## config.mk

```make
export PLATFORM = sky130hd
export DESIGN_NAME = pol_fault_protection_monitor
export DESIGN_NICKNAME = d
export VERILOG_FILES = /design/src/pol_prot_pkg.sv /design/src/pol_fault_protection_monitor.sv
export SDC_FILE = /design/constraint.sdc
export NUM_CORES = 1
export LEC_CHECK = 0
export BUFFER_PORTS_ARGS = -buffer_cell sky130_fd_sc_hd__buf_2
export CAP_MARGIN = 20
export CORE_ASPECT_RATIO = 0.5
export CORE_MARGIN = 1.5
export CORE_UTILIZATION = 26
export CTS_CLUSTER_SIZE = 8
export DETAILED_ROUTE_END_ITERATION = 8
export HOLD_SLACK_MARGIN = 0.15
export SKIP_LAST_GASP = 1
export SLEW_MARGIN = 30
export SYNTH_ARGS = -nofsm -noshare
export SYNTH_HDL_FRONTEND = slang
export SYNTH_SLANG_ARGS = --single-unit
```

## constraint.sdc

```tcl
create_clock -name clock -period 7.76 [get_ports clock]
set_clock_uncertainty 0.15 [all_clocks]
set_input_delay 1.552 -clock clock [delete_from_list [all_inputs] [get_ports clock]]
set_output_delay 1.552 -clock clock [all_outputs]
set_load 0.02 [all_outputs]
```

## src/pol_prot_pkg.sv

```systemverilog
package pol_prot_pkg;

	// Clock and timing.
	localparam int CLK_HZ       = 125_000_000;
	localparam int DELAY_NS     = 6000;
	localparam int DELAY_CYC    = (DELAY_NS * (CLK_HZ / 1_000_000)) / 1000;
	localparam int RETRY_MS     = 130;
	localparam int RETRY_CYC    = RETRY_MS * (CLK_HZ / 1000);
	localparam int DCNT_W       = 10;
	localparam int RCNT_W       = 24;

	// Measurement widths: voltages in millivolts, temperature in signed degrees C.
	localparam int VOLT_W       = 13;
	localparam int TEMP_W       = 10;
	localparam int PROD_W       = 18;

	// Fractions of the setpoint in twentieths (5 percent steps).
	localparam logic [4:0] STEP_DEN      = 5'h14;
	localparam logic [4:0] UV_BASE_K     = 5'h0F;
	localparam logic [4:0] UV_TOP_K      = 5'h11;
	localparam logic [4:0] PG_LOW_BASE_K = 5'h12;
	localparam logic [4:0] PG_LOW_TOP_K  = 5'h13;
	localparam logic [4:0] PG_HIGH_K     = 5'h16;

	// Temperatures in degrees C.
	localparam logic signed [TEMP_W-1:0] OT_TRIP_C    = 10'sh082;
	localparam logic signed [TEMP_W-1:0] OT_RESTART_C = 10'sh078;
	localparam logic signed [TEMP_W-1:0] WARN_SET_C   = 10'sh078;
	localparam logic signed [TEMP_W-1:0] WARN_CLR_C   = 10'sh075;

	// Tracking limit in millivolts either way.
	localparam logic [VOLT_W:0] TRK_LIMIT_MV = 14'h00FA;

	// Register map, byte addresses.
	localparam int ADDR_W = 5;
	localparam logic [ADDR_W-1:0] ADDR_CTRL     = 5'h00;
	localparam logic [ADDR_W-1:0] ADDR_STATUS   = 5'h04;
	localparam logic [ADDR_W-1:0] ADDR_IRQ_STAT = 5'h08;
	localparam logic [ADDR_W-1:0] ADDR_IRQ_EN   = 5'h0C;
	localparam logic [ADDR_W-1:0] ADDR_IRQ_CLR  = 5'h10;
	localparam logic [ADDR_W-1:0] ADDR_REENABLE = 5'h14;

	typedef struct packed {
		logic [1:0] pg_low_sel;
		logic [1:0] uv_thr_sel;
		logic       trk_latch;
		logic       trk_en;
		logic       ot_latch;
		logic       uv_latch;
	} ctrl_t;
	localparam int    CTRL_W   = 8;
	localparam ctrl_t CTRL_RST = 8'h00;

	typedef struct packed {
		logic pg_change;
		logic warn_rise;
		logic trk_trip;
		logic ot_trip;
		logic uv_trip;
	} evt_t;
	localparam int   EVT_W   = 5;
	localparam evt_t EVT_RST = 5'h00;

	typedef struct packed {
		logic turn_off;
		logic power_good;
		logic ot_warn;
		logic trk_fault;
		logic ot_fault;
		logic uv_fault;
	} status_t;
	localparam int STATUS_W = 6;

	typedef enum logic [1:0] {
		ST_ON    = 2'b00,
		ST_RETRY = 2'b01,
		ST_COOL  = 2'b10,
		ST_LATCH = 2'b11
	} prot_state_t;

endpackage

```

## src/pol_fault_protection_monitor.sv

```systemverilog
// Functional notes
// - Undervoltage below 75..85 percent setpoint, 5 percent steps.
// - Latching or non-latching; non-latching undervoltage and tracking retry every 130 ms.
// - Turn-off 6 us after fault threshold crossing.
// - Overtemperature trips 130 C, restarts at 120 C.
// - Tracking off by default; ramp-up only, 250 mV.
// - Warning at 120 C, 3 C hysteresis, status only.
// - Warning raised 6 us after crossing.
// - Power-good high inside window, low outside.
// - Window low 90..95 percent, high fixed 110 percent.
// - Power-good updates 6 us after crossing.
//
// The Avalon-MM register port and the register offsets were decided locally.
`timescale 1ns/1ps

module prot_deglitch (
	// Clock and reset
	input  wire logic clock,
	input  wire logic rst_n,
	// Condition in, filtered level out
	input  wire logic raw,
	output logic      level_q
);
	logic [pol_prot_pkg::DCNT_W-1:0] cnt_q;
	logic [pol_prot_pkg::DCNT_W-1:0] cnt_d;
	logic                            level_d;

	// The level follows the raw condition only once it has disagreed for the full delay.
	always_comb begin
		cnt_d   = '0;
		level_d = level_q;
		if (raw != level_q) begin
			if (cnt_q == pol_prot_pkg::DCNT_W'(pol_prot_pkg::DELAY_CYC - 1)) begin
				level_d = raw;
			end else begin
				cnt_d = cnt_q + 1'b1;
			end
		end
	end

	always_ff @(posedge clock or negedge rst_n) begin
		if (!rst_n) begin
			cnt_q   <= '0;
			level_q <= 1'b0;
		end else begin
			cnt_q   <= cnt_d;
			level_q <= level_d;
		end
	end
endmodule // prot_deglitch

module pol_fault_protection_monitor #(
	parameter int RETRY_CYCLES = pol_prot_pkg::RETRY_CYC
) (
	// Clock and reset
	input  wire logic                                    clock,
	input  wire logic                                    rst_n,
	// Measurements
	input  wire logic [pol_prot_pkg::VOLT_W-1:0]         vout_mv,
	input  wire logic [pol_prot_pkg::VOLT_W-1:0]         vset_mv,
	input  wire logic [pol_prot_pkg::VOLT_W-1:0]         vramp_mv,
	input  wire logic                                    ramping_up,
	input  wire logic signed [pol_prot_pkg::TEMP_W-1:0]  temp_c,
	// Converter and system outputs
	output logic                                         turn_off,
	output logic                                         power_good_output,
	output logic                                         irq,
	// Avalon-MM slave
	input  wire logic [pol_prot_pkg::ADDR_W-1:0]         avs_address,
	input  wire logic                                    avs_read,
	input  wire logic                                    avs_write,
	input  wire logic [31:0]                             avs_writedata,
	output logic      [31:0]                             avs_readdata,
	output logic                                         avs_waitrequest
);
	function automatic logic [pol_prot_pkg::PROD_W-1:0] scale(
		input logic [pol_prot_pkg::VOLT_W-1:0] v,
		input logic [4:0]                      k
	);
		return {5'h00, v} * {13'h0000, k};
	endfunction

	pol_prot_pkg::ctrl_t                  ctrl_q;
	pol_prot_pkg::ctrl_t                  ctrl_d;
	pol_prot_pkg::evt_t                   sticky_q;
	pol_prot_pkg::evt_t                   sticky_d;
	pol_prot_pkg::evt_t                   en_q;
	pol_prot_pkg::evt_t                   en_d;
	pol_prot_pkg::evt_t                   evt;
	pol_prot_pkg::status_t                status;
	pol_prot_pkg::prot_state_t            st_q;
	pol_prot_pkg::prot_state_t            st_d;
	logic [pol_prot_pkg::RCNT_W-1:0]      rcnt_q;
	logic [pol_prot_pkg::RCNT_W-1:0]      rcnt_d;
	logic [2:0]                           fault_q;
	logic [2:0]                           fault_d;
	logic [31:0]                          rdata_d;
	logic                                 wait_d;
	logic                                 irq_d;
	logic                                 off_d;
	logic                                 warn_prev_q;
	logic                                 pg_prev_q;
	logic                                 wr_ok;
	logic                                 clr_hit;
	logic                                 reen_hit;
	logic [4:0]                           uv_k;
	logic [4:0]                           pg_k;
	logic [pol_prot_pkg::PROD_W-1:0]      vout_x;
	logic signed [pol_prot_pkg::VOLT_W:0] dev;
	logic [pol_prot_pkg::VOLT_W:0]        dev_abs;
	logic                                 conv_on;
	logic                                 uv_raw;
	logic                                 ot_raw;
	logic                                 trk_raw;
	logic                                 warn_raw;
	logic                                 pg_raw;
	logic                                 uv_lvl;
	logic                                 ot_lvl;
	logic                                 trk_lvl;
	logic                                 warn_lvl;

	// Threshold selection, clamped to the top step.
	always_comb begin
		uv_k = pol_prot_pkg::UV_BASE_K + {3'h0, ctrl_q.uv_thr_sel};
		if (uv_k > pol_prot_pkg::UV_TOP_K) begin
			uv_k = pol_prot_pkg::UV_TOP_K;
		end
		pg_k = pol_prot_pkg::PG_LOW_BASE_K + {3'h0, ctrl_q.pg_low_sel};
		if (pg_k > pol_prot_pkg::PG_LOW_TOP_K) begin
			pg_k = pol_prot_pkg::PG_LOW_TOP_K;
		end
	end

	assign vout_x   = scale(vout_mv, pol_prot_pkg::STEP_DEN);
	assign conv_on  = !turn_off;
	assign dev      = $signed({1'b0, vout_mv}) - $signed({1'b0, vramp_mv});
	assign dev_abs  = dev[pol_prot_pkg::VOLT_W] ? 14'(-dev) : 14'(dev);
	// Undervoltage is not judged during the ramp, where the output is legitimately low.
	assign uv_raw   = conv_on && !ramping_up && (vout_x < scale(vset_mv, uv_k));
	assign ot_raw   = ot_lvl ? (temp_c > pol_prot_pkg::OT_RESTART_C)
	                         : (temp_c >= pol_prot_pkg::OT_TRIP_C);
	assign trk_raw  = ctrl_q.trk_en && ramping_up && conv_on
	                  && (dev_abs > pol_prot_pkg::TRK_LIMIT_MV);
	assign warn_raw = warn_lvl ? (temp_c > pol_prot_pkg::WARN_CLR_C)
	                           : (temp_c >= pol_prot_pkg::WARN_SET_C);
	assign pg_raw   = (vout_x >= scale(vset_mv, pg_k))
	                  && (vout_x <= scale(vset_mv, pol_prot_pkg::PG_HIGH_K));

	// Every judgement passes the same filter, so all trip and report delays match.
	prot_deglitch u_uv (
		.clock   (clock),
		.rst_n   (rst_n),
		.raw     (uv_raw),
		.level_q (uv_lvl)
	);
	prot_deglitch u_ot (
		.clock   (clock),
		.rst_n   (rst_n),
		.raw     (ot_raw),
		.level_q (ot_lvl)
	);
	prot_deglitch u_trk (
		.clock   (clock),
		.rst_n   (rst_n),
		.raw     (trk_raw),
		.level_q (trk_lvl)
	);
	prot_deglitch u_warn (
		.clock   (clock),
		.rst_n   (rst_n),
		.raw     (warn_raw),
		.level_q (warn_lvl)
	);
	prot_deglitch u_pg (
		.clock   (clock),
		.rst_n   (rst_n),
		.raw     (pg_raw),
		.level_q (power_good_output)
	);

	assign wr_ok    = avs_write && !avs_waitrequest;
	assign clr_hit  = wr_ok && (avs_address == pol_prot_pkg::ADDR_IRQ_CLR);
	assign reen_hit = wr_ok && (avs_address == pol_prot_pkg::ADDR_REENABLE) && avs_writedata[0];

	// Fault response state machine; fault_q holds {trk, ot, uv} status.
	always_comb begin
		st_d    = st_q;
		rcnt_d  = rcnt_q;
		fault_d = fault_q;
		evt     = pol_prot_pkg::EVT_RST;
		unique case (st_q)
			pol_prot_pkg::ST_ON: begin
				rcnt_d = '0;
				if (ot_lvl) begin
					fault_d[1]  = 1'b1;
					evt.ot_trip = 1'b1;
					st_d = ctrl_q.ot_latch ? pol_prot_pkg::ST_LATCH
					                       : pol_prot_pkg::ST_COOL;
				end else if (trk_lvl) begin
					fault_d[2]   = 1'b1;
					evt.trk_trip = 1'b1;
					st_d = ctrl_q.trk_latch ? pol_prot_pkg::ST_LATCH
					                        : pol_prot_pkg::ST_RETRY;
				end else if (uv_lvl) begin
					fault_d[0]  = 1'b1;
					evt.uv_trip = 1'b1;
					st_d = ctrl_q.uv_latch ? pol_prot_pkg::ST_LATCH
					                       : pol_prot_pkg::ST_RETRY;
				end
			end
			pol_prot_pkg::ST_RETRY: begin
				// The period must outlast the filter delay, or the level left high by
				// the last trip turns the converter off again at once.
				if (rcnt_q == pol_prot_pkg::RCNT_W'(RETRY_CYCLES - 1)) begin
					st_d    = pol_prot_pkg::ST_ON;
					fault_d = '0;
				end else begin
					rcnt_d = rcnt_q + 1'b1;
				end
			end
			pol_prot_pkg::ST_COOL: begin
				if (!ot_lvl) begin
					st_d    = pol_prot_pkg::ST_ON;
					fault_d = '0;
				end
			end
			pol_prot_pkg::ST_LATCH: begin
				// An overtemperature latch also waits for the restart temperature.
				if (reen_hit && !ot_lvl) begin
					st_d    = pol_prot_pkg::ST_ON;
					fault_d = '0;
				end
			end
		endcase
		off_d = (st_d != pol_prot_pkg::ST_ON);
		evt.warn_rise = warn_lvl && !warn_prev_q;
		evt.pg_change = power_good_output != pg_prev_q;
	end

	always_ff @(posedge clock or negedge rst_n) begin
		if (!rst_n) begin
			st_q        <= pol_prot_pkg::ST_ON;
			rcnt_q      <= '0;
			fault_q     <= '0;
			turn_off    <= 1'b0;
			warn_prev_q <= 1'b0;
			pg_prev_q   <= 1'b0;
		end else begin
			st_q        <= st_d;
			rcnt_q      <= rcnt_d;
			fault_q     <= fault_d;
			turn_off    <= off_d;
			warn_prev_q <= warn_lvl;
			pg_prev_q   <= power_good_output;
		end
	end

	assign status = {turn_off, power_good_output, warn_lvl, fault_q};

	// Bus slave: one wait cycle per access; the access completes when waitrequest is low.
	always_comb begin
		ctrl_d  = ctrl_q;
		en_d    = en_q;
		rdata_d = avs_readdata;
		wait_d  = !((avs_read || avs_write) && avs_waitrequest);
		// A new event wins over a clear in the same cycle.
		sticky_d = (sticky_q & ~(clr_hit ? pol_prot_pkg::evt_t'(avs_writedata[4:0])
		                                 : pol_prot_pkg::EVT_RST)) | evt;
		if (wr_ok && (avs_address == pol_prot_pkg::ADDR_CTRL)) begin
			ctrl_d = avs_writedata[pol_prot_pkg::CTRL_W-1:0];
		end
		if (wr_ok && (avs_address == pol_prot_pkg::ADDR_IRQ_EN)) begin
			en_d = avs_writedata[pol_prot_pkg::EVT_W-1:0];
		end
		if (avs_read && avs_waitrequest) begin
			unique case (avs_address)
				pol_prot_pkg::ADDR_CTRL:     rdata_d = {24'h000000, ctrl_q};
				pol_prot_pkg::ADDR_STATUS:   rdata_d = {26'h0000000, status};
				pol_prot_pkg::ADDR_IRQ_STAT: rdata_d = {27'h0000000, sticky_q};
				pol_prot_pkg::ADDR_IRQ_EN:   rdata_d = {27'h0000000, en_q};
				default:                     rdata_d = 32'h00000000;
			endcase
		end
		irq_d = |(sticky_d & en_d);
	end

	always_ff @(posedge clock or negedge rst_n) begin
		if (!rst_n) begin
			ctrl_q          <= pol_prot_pkg::CTRL_RST;
			en_q            <= pol_prot_pkg::EVT_RST;
			sticky_q        <= pol_prot_pkg::EVT_RST;
			avs_readdata    <= 32'h00000000;
			avs_waitrequest <= 1'b1;
			irq             <= 1'b0;
		end else begin
			ctrl_q          <= ctrl_d;
			en_q            <= en_d;
			sticky_q        <= sticky_d;
			avs_readdata    <= rdata_d;
			avs_waitrequest <= wait_d;
			irq             <= irq_d;
		end
	end
endmodule // pol_fault_protection_monitor

```

# Yosys cells after proc, flatten, opt, wreduce, memory -nomap -nowiden
# Index checks and enable logic that the tools add are counted.
[word_totals]
regBits = 139
inputBits = 91
elab_cells = 178
[classes]
addsub = 10
mul = 4
magnitude_cmp = 10
n_eq_ne = 29
mux = 47
n_bitwise = 4
n_reduce_logical = 37
[op_table]
columns = ["cell", "count"]
rows = [
  ["10-bit 2-to-1 mux", 10],
  ["10-bit by 1-bit adder with 10-bit output, second input constant", 5],
  ["10-bit == test, second input constant", 5],
  ["24-bit case mux with 2 select lines", 1],
  ["13-bit by 5-bit multiplier with 18-bit output", 2],
  ["8-bit case mux with 4 select lines", 1],
  ["24-bit by 1-bit adder with 24-bit output, second input constant", 1],
  ["24-bit == test, second input constant", 1],
  ["24-bit 2-to-1 mux", 1],
  ["10-bit by 8-bit > comparator with 1-bit output, second input constant", 2],
  ["5-bit 2-to-1 mux", 4],
  ["18-bit greater-or-equal comparator", 1],
  ["18-bit <= comparator", 1],
  ["18-bit less-than comparator", 1],
  ["13-bit by 4-bit multiplier with 17-bit output, second input constant", 1],
  ["1-bit logical AND", 16],
  ["13-bit by 3-bit multiplier with 16-bit output, second input constant", 1],
  ["2-bit 2-to-1 mux", 8],
  ["1-bit 2-to-1 mux", 15],
  ["14-bit by 8-bit > comparator with 1-bit output, second input constant", 1],
  ["14-bit 2-to-1 mux", 1],
  ["14-bit negation", 1],
  ["13-bit by 13-bit subtractor with 14-bit output", 1],
  ["3-bit 2-to-1 mux", 4],
  ["other kinds (28)", 56],
]

# Depth between registers and ports, before layout
[depth]
word_depth = 9
ltp_mapped = 26
ltp_nobuf = 25

# Modules after synthesis
# From an unflattened synthesis, not the netlist that was laid out.
[hier_totals]
cells_unflattened = 1460
hier_area_um2 = 12861.1
[by_module_without_submodules]
columns = ["mod", "n_inst", "cells_per_inst", "area_each_um2", "seq_area_each_um2"]
rows = [
  ["pol_fault_protection_monitor", 1, 1200, 10127.2, 1502.7],
  ["prot_deglitch", 5, 52, 546.8, 275.3],
]

# Worst setup path after synthesis
# Ideal clock, no wire load.
[synth_path]
path_type = "in2reg"
start = "input vset_mv[4] in the netlist's numbering"
end = "register u_uv.cnt_q[0] in the netlist's numbering"
arrival_ps = 6912
required_time_ps = 7468
slack_ps = 556
stages = 24
path_cell_list = "inv_1 -> nor3_1 -> fa_1 -> fa_1 -> inv_1 -> fa_1 -> inv_1 -> ha_1 -> inv_1 -> a21oi_1 -> o21ai_0 -> a211oi_1 -> nor3_1 -> o41ai_1 -> a21oi_1 -> xor2_1 -> ha_1 -> nand4_1 -> a211oi_1 -> or4_1 -> a211oi_1 -> a21o_1 -> clkbuf_1 -> a211oi_1"
[synth_between]
elab_chain_cells = 5
[synth_rtl]
columns = ["item", "line", "source"]
rows = [
  ["from (decl)", "pol_fault_protection_monitor.sv:60", "input wire logic [pol_prot_pkg::VOLT_W-1:0] vset_mv,"],
  ["13-bit by 5-bit multiplier with 18-bit output", "pol_fault_protection_monitor.sv:80", "return {5'h00, v} * {13'h0000, k};"],
  ["18-bit less-than comparator", "pol_fault_protection_monitor.sv:139", "assign uv_raw = conv_on && !ramping_up && (vout_x < scale(vset_mv, uv_k));"],
  ["1-bit logical AND", "pol_fault_protection_monitor.sv:139", ""],
  ["1-bit != test", "pol_fault_protection_monitor.sv:32", "if (raw != level_q) begin"],
  ["10-bit 2-to-1 mux", "pol_fault_protection_monitor.sv:32", ""],
  ["via u_uv.cnt_d (one bit)", "pol_fault_protection_monitor.sv:25", "logic [pol_prot_pkg::DCNT_W-1:0] cnt_d;"],
  ["to (signal assigned)", "pol_fault_protection_monitor.sv:46", "cnt_q <= cnt_d;"],
  ["to (decl)", "pol_fault_protection_monitor.sv:24", "logic [pol_prot_pkg::DCNT_W-1:0] cnt_q;"],
]
# The timed path passes the listed nets, and every way through them passes these cells.
# A chain may end at the register's enable or synchronous reset.

# Worst setup path in the final report
[layout_path]
start = "input vset_mv[4] in the netlist's numbering"
end = "register u_uv.cnt_q[7] in the netlist's numbering"
# Same word-level chain as after synthesis.

==> flow_metrics.tcl <==
set metrics [dict create \
    outcome "complete, no violations" \
    dieArea_sq_um 52200 \
    die_w_microns 322 \
    setup_tns_ns 0 \
    dpl-instance-area_sq_um 14500 \
    crit_arrival_ns 7.38 \
    ir_drop_uv 152 \
    p_per_area_nw_per_um2 269 \
    drive_gt1_share_pct 12.3 \
    setup_viol 0 \
    grt_pass1_vias 10100 \
    cts_hold_buf 0 \
    syn_to_final_growth_pct 14.4 \
    power.total_mw 4.06 \
    overflow 0 \
    final-hold-violation-count 0 \
    utilization_pct 30.1 \
    cts-root-buf "clkbuf_16" \
    tightest_slew_ns 0.717 \
    synth_area_sq_um 13200 \
    final_common_cell "inv_1" \
    maxCapViolations 0 \
    clock_latency_ns 0.41 \
    worstPathMaxFanout 10 \
    crit_path_top_delay_cell "fa_1" \
    vias 10500 \
    p_int_mw 2.31 \
    worstSetupPathType "in -> reg" \
    grt_start_max_net_pins 71 \
    finalWeightedCongestion 0.831 \
    num_rows 58 \
    io_pins 127 \
    cts_buffers 17 \
    stdcell_area_sq_um 15100 \
    synth_warnings 0 \
    wirelength_microns 28800 \
    synth_flop_cell "dfrtp_1" \
    cp.buffers_inverters 8 \
    p_leak_nw 7.34 \
    syn_avg_cell_area_sq_um 8.58 \
    cts_buffer_depth 2 \
    finalMaxSlewViolations 0 \
    comb_power_share_pct 60.8 \
    avgRoutedWirePerCell_microns 12.3 \
    required_ns 7.92 \
    power.share.sequential_pct 19.2 \
    cts_setup_buffers 0 \
    min_period_over_period_pct 93.0 \
    core_sq_um 50100 \
    cpPeakStageDelay_ns 0.53 \
    nets 1981 \
    layout_common_cells "inv_1 (203), ha_1 (187), nand2_1 (130)" \
    netlist_instances 1538 \
    finalCriticalPeriod_ns 7.22 \
    synth_edf_count 0 \
    detail-route-antenna-nets 0 \
    cp_top_family "adder cells" \
    diodes 0 \
    r2r_start "ctrl_q[4]" \
    max_slew_margin_pct 52.0 \
    power.switching_mw 1.75 \
    cts_sinks 115 \
    portBuffers 78 \
    start_util_pct 26.3 \
    fin_ws_ns 0.545 \
    ys_ff_latch 115 \
    die-height_microns 162 \
    crit_path_start_kind "input pin" \
    cts_tree "yes" \
    cts_resized 0 \
    place_worst_setup_slack_ns 0.144 \
    holdCritStartpoint "avs_readdata[5]" \
    p_sw_share_pct 43.0 \
    grt.total_usage_pct 11.3 \
    via_per_inst 4.49 \
    hold_path.class "reg -> reg" \
    fmax_ghz 0.139 \
    ys_seq_area_share_pct 21.8 \
    h-tree-depth 4 \
    clock_power_share_pct 20.0 \
    critPathCaptureType "register" \
    grt_pass1_wl_microns 48900 \
    drt-initial-drc-count 472 \
    path_clk_slew_ns 0.06 \
    setup.worst_path.start "vset_mv[4]" \
    antenna_found_initial 0 \
    async_flop_share_pct 100 \
    dr.pass1.iters 4 \
    yosysUniqueCellTypes 89 \
    dpl.hpwl_microns 23000 \
    rsz0062_at_grt "false" \
    drc_errors 0 \
]
[registers in the layout, indices dropped and copies added (netlist names), 8 cells and up]
register	flops
avs_readdata	8
ctrl_q	8
rcnt_q	24
u_ot.cnt_q	10
u_pg.cnt_q	10
u_trk.cnt_q	10
u_uv.cnt_q	10
u_warn.cnt_q	10
[through the flow]
step / hold WS (ns) / std cells
2_1_floorplan: 0.278 / 1574
3_3_place_gp: 0.309 / 2309
3_5_place_dp: 0.306 / 2309
4_1_cts: 0.321 / 2341
5_1_grt: 0.353 / 2341
6_report: 0.318 / 2341
[metal layers]
layer  up-vias  GRT usage (%)  routed length [microns]
met5         -              0                        0
met4         0           2.96                      430
met3        20           1.06                      554
met2       114           20.2                    14300
met1      4945           14.5                    13500
li1       5437              -                        -
[power groups by stage]
stage / Clock, mW / Sequential (mW) / Combinational [mW]
6_report: 0.814 / 0.779 / 2.47
2_1_floorplan: 0 / 0.766 / 1.94
3_5_place_dp: 0 / 0.786 / 2.46
5_1_grt: 0.855 / 0.793 / 2.87
3_3_place_gp: 0 / 0.785 / 2.42
4_1_cts: 0.832 / 0.778 / 2.49
[final cells by class]
cell class	instances	area (sq um)
repair buffers	105	599
multi-input cells	1196	9370
fillers	5349	35100
clock inverters	14	188
inverters	203	762
clock buffers	18	429
well taps	690	863
flip-flops and latches	115	2880
[worst min-delay path: cells and delay by family, from the launching register on]
family	cells	cell delay (ns)
compound gates	1	0.05
flops	1	0.34
simple gates	1	0.05
[kinds of logic (layout without fill, tap and decap cells)]
logic type	count (synthesis)	count (layout)	share of synthesized area (%)
DFF	115	115	21.8
muxes	34	34	2.88
buffers and inverters	263	340	8.30
xor gates and xnor gates	97	97	6.44
other	1	37	0.0284
adders and majority gates	252	252	27.6
and+or+nand+nor	509	509	19.4
AOI/OAI and AO/OA	267	267	13.6
[synth_stat cells, types with 5 or more instances]
master,count,area share (%)
a211oi_1,20,1.1
a21boi_0,7,0.40
a21o_1,24,1.4
a21oi_1,66,2.5
a221oi_1,5,0.33
a22oi_1,5,0.28
a31oi_1,7,0.33
and2_1,11,0.52
and3_1,14,0.66
buf_4,24,1.4
clkbuf_1,30,0.85
dfrtp_1,114,22
fa_1,65,9.9
ha_1,187,18
inv_1,203,5.8
mux2_2,22,1.9
mux2i_1,11,0.83
nand2_1,130,3.7
nand2b_1,18,0.85
nand3_1,59,2.2
nand4_1,22,1.0
nor2_1,123,3.5
nor2b_1,18,0.85
nor3_1,46,1.7
nor3b_1,6,0.34
nor4_2,10,0.95
o211ai_1,6,0.34
o21a_1,14,0.80
o21ai_0,57,2.2
or2_2,13,0.62
or3_1,13,0.62
or4_1,5,0.28
xnor2_1,35,2.3
xor2_1,62,4.1
[final timing paths]
check,end,slack [ns],cells after the start
max,u_uv.cnt_q[7],0.54,27
max in group asynchronous,sticky_q[0],5.40,2
min reg2reg,avs_readdata[5],0.32,2
max reg2reg,u_uv.cnt_q[7],0.83,27
min in group asynchronous,u_warn.cnt_q[7],1.00,1
min,avs_readdata[5],0.32,2
(Power assumes the default switching activity.)
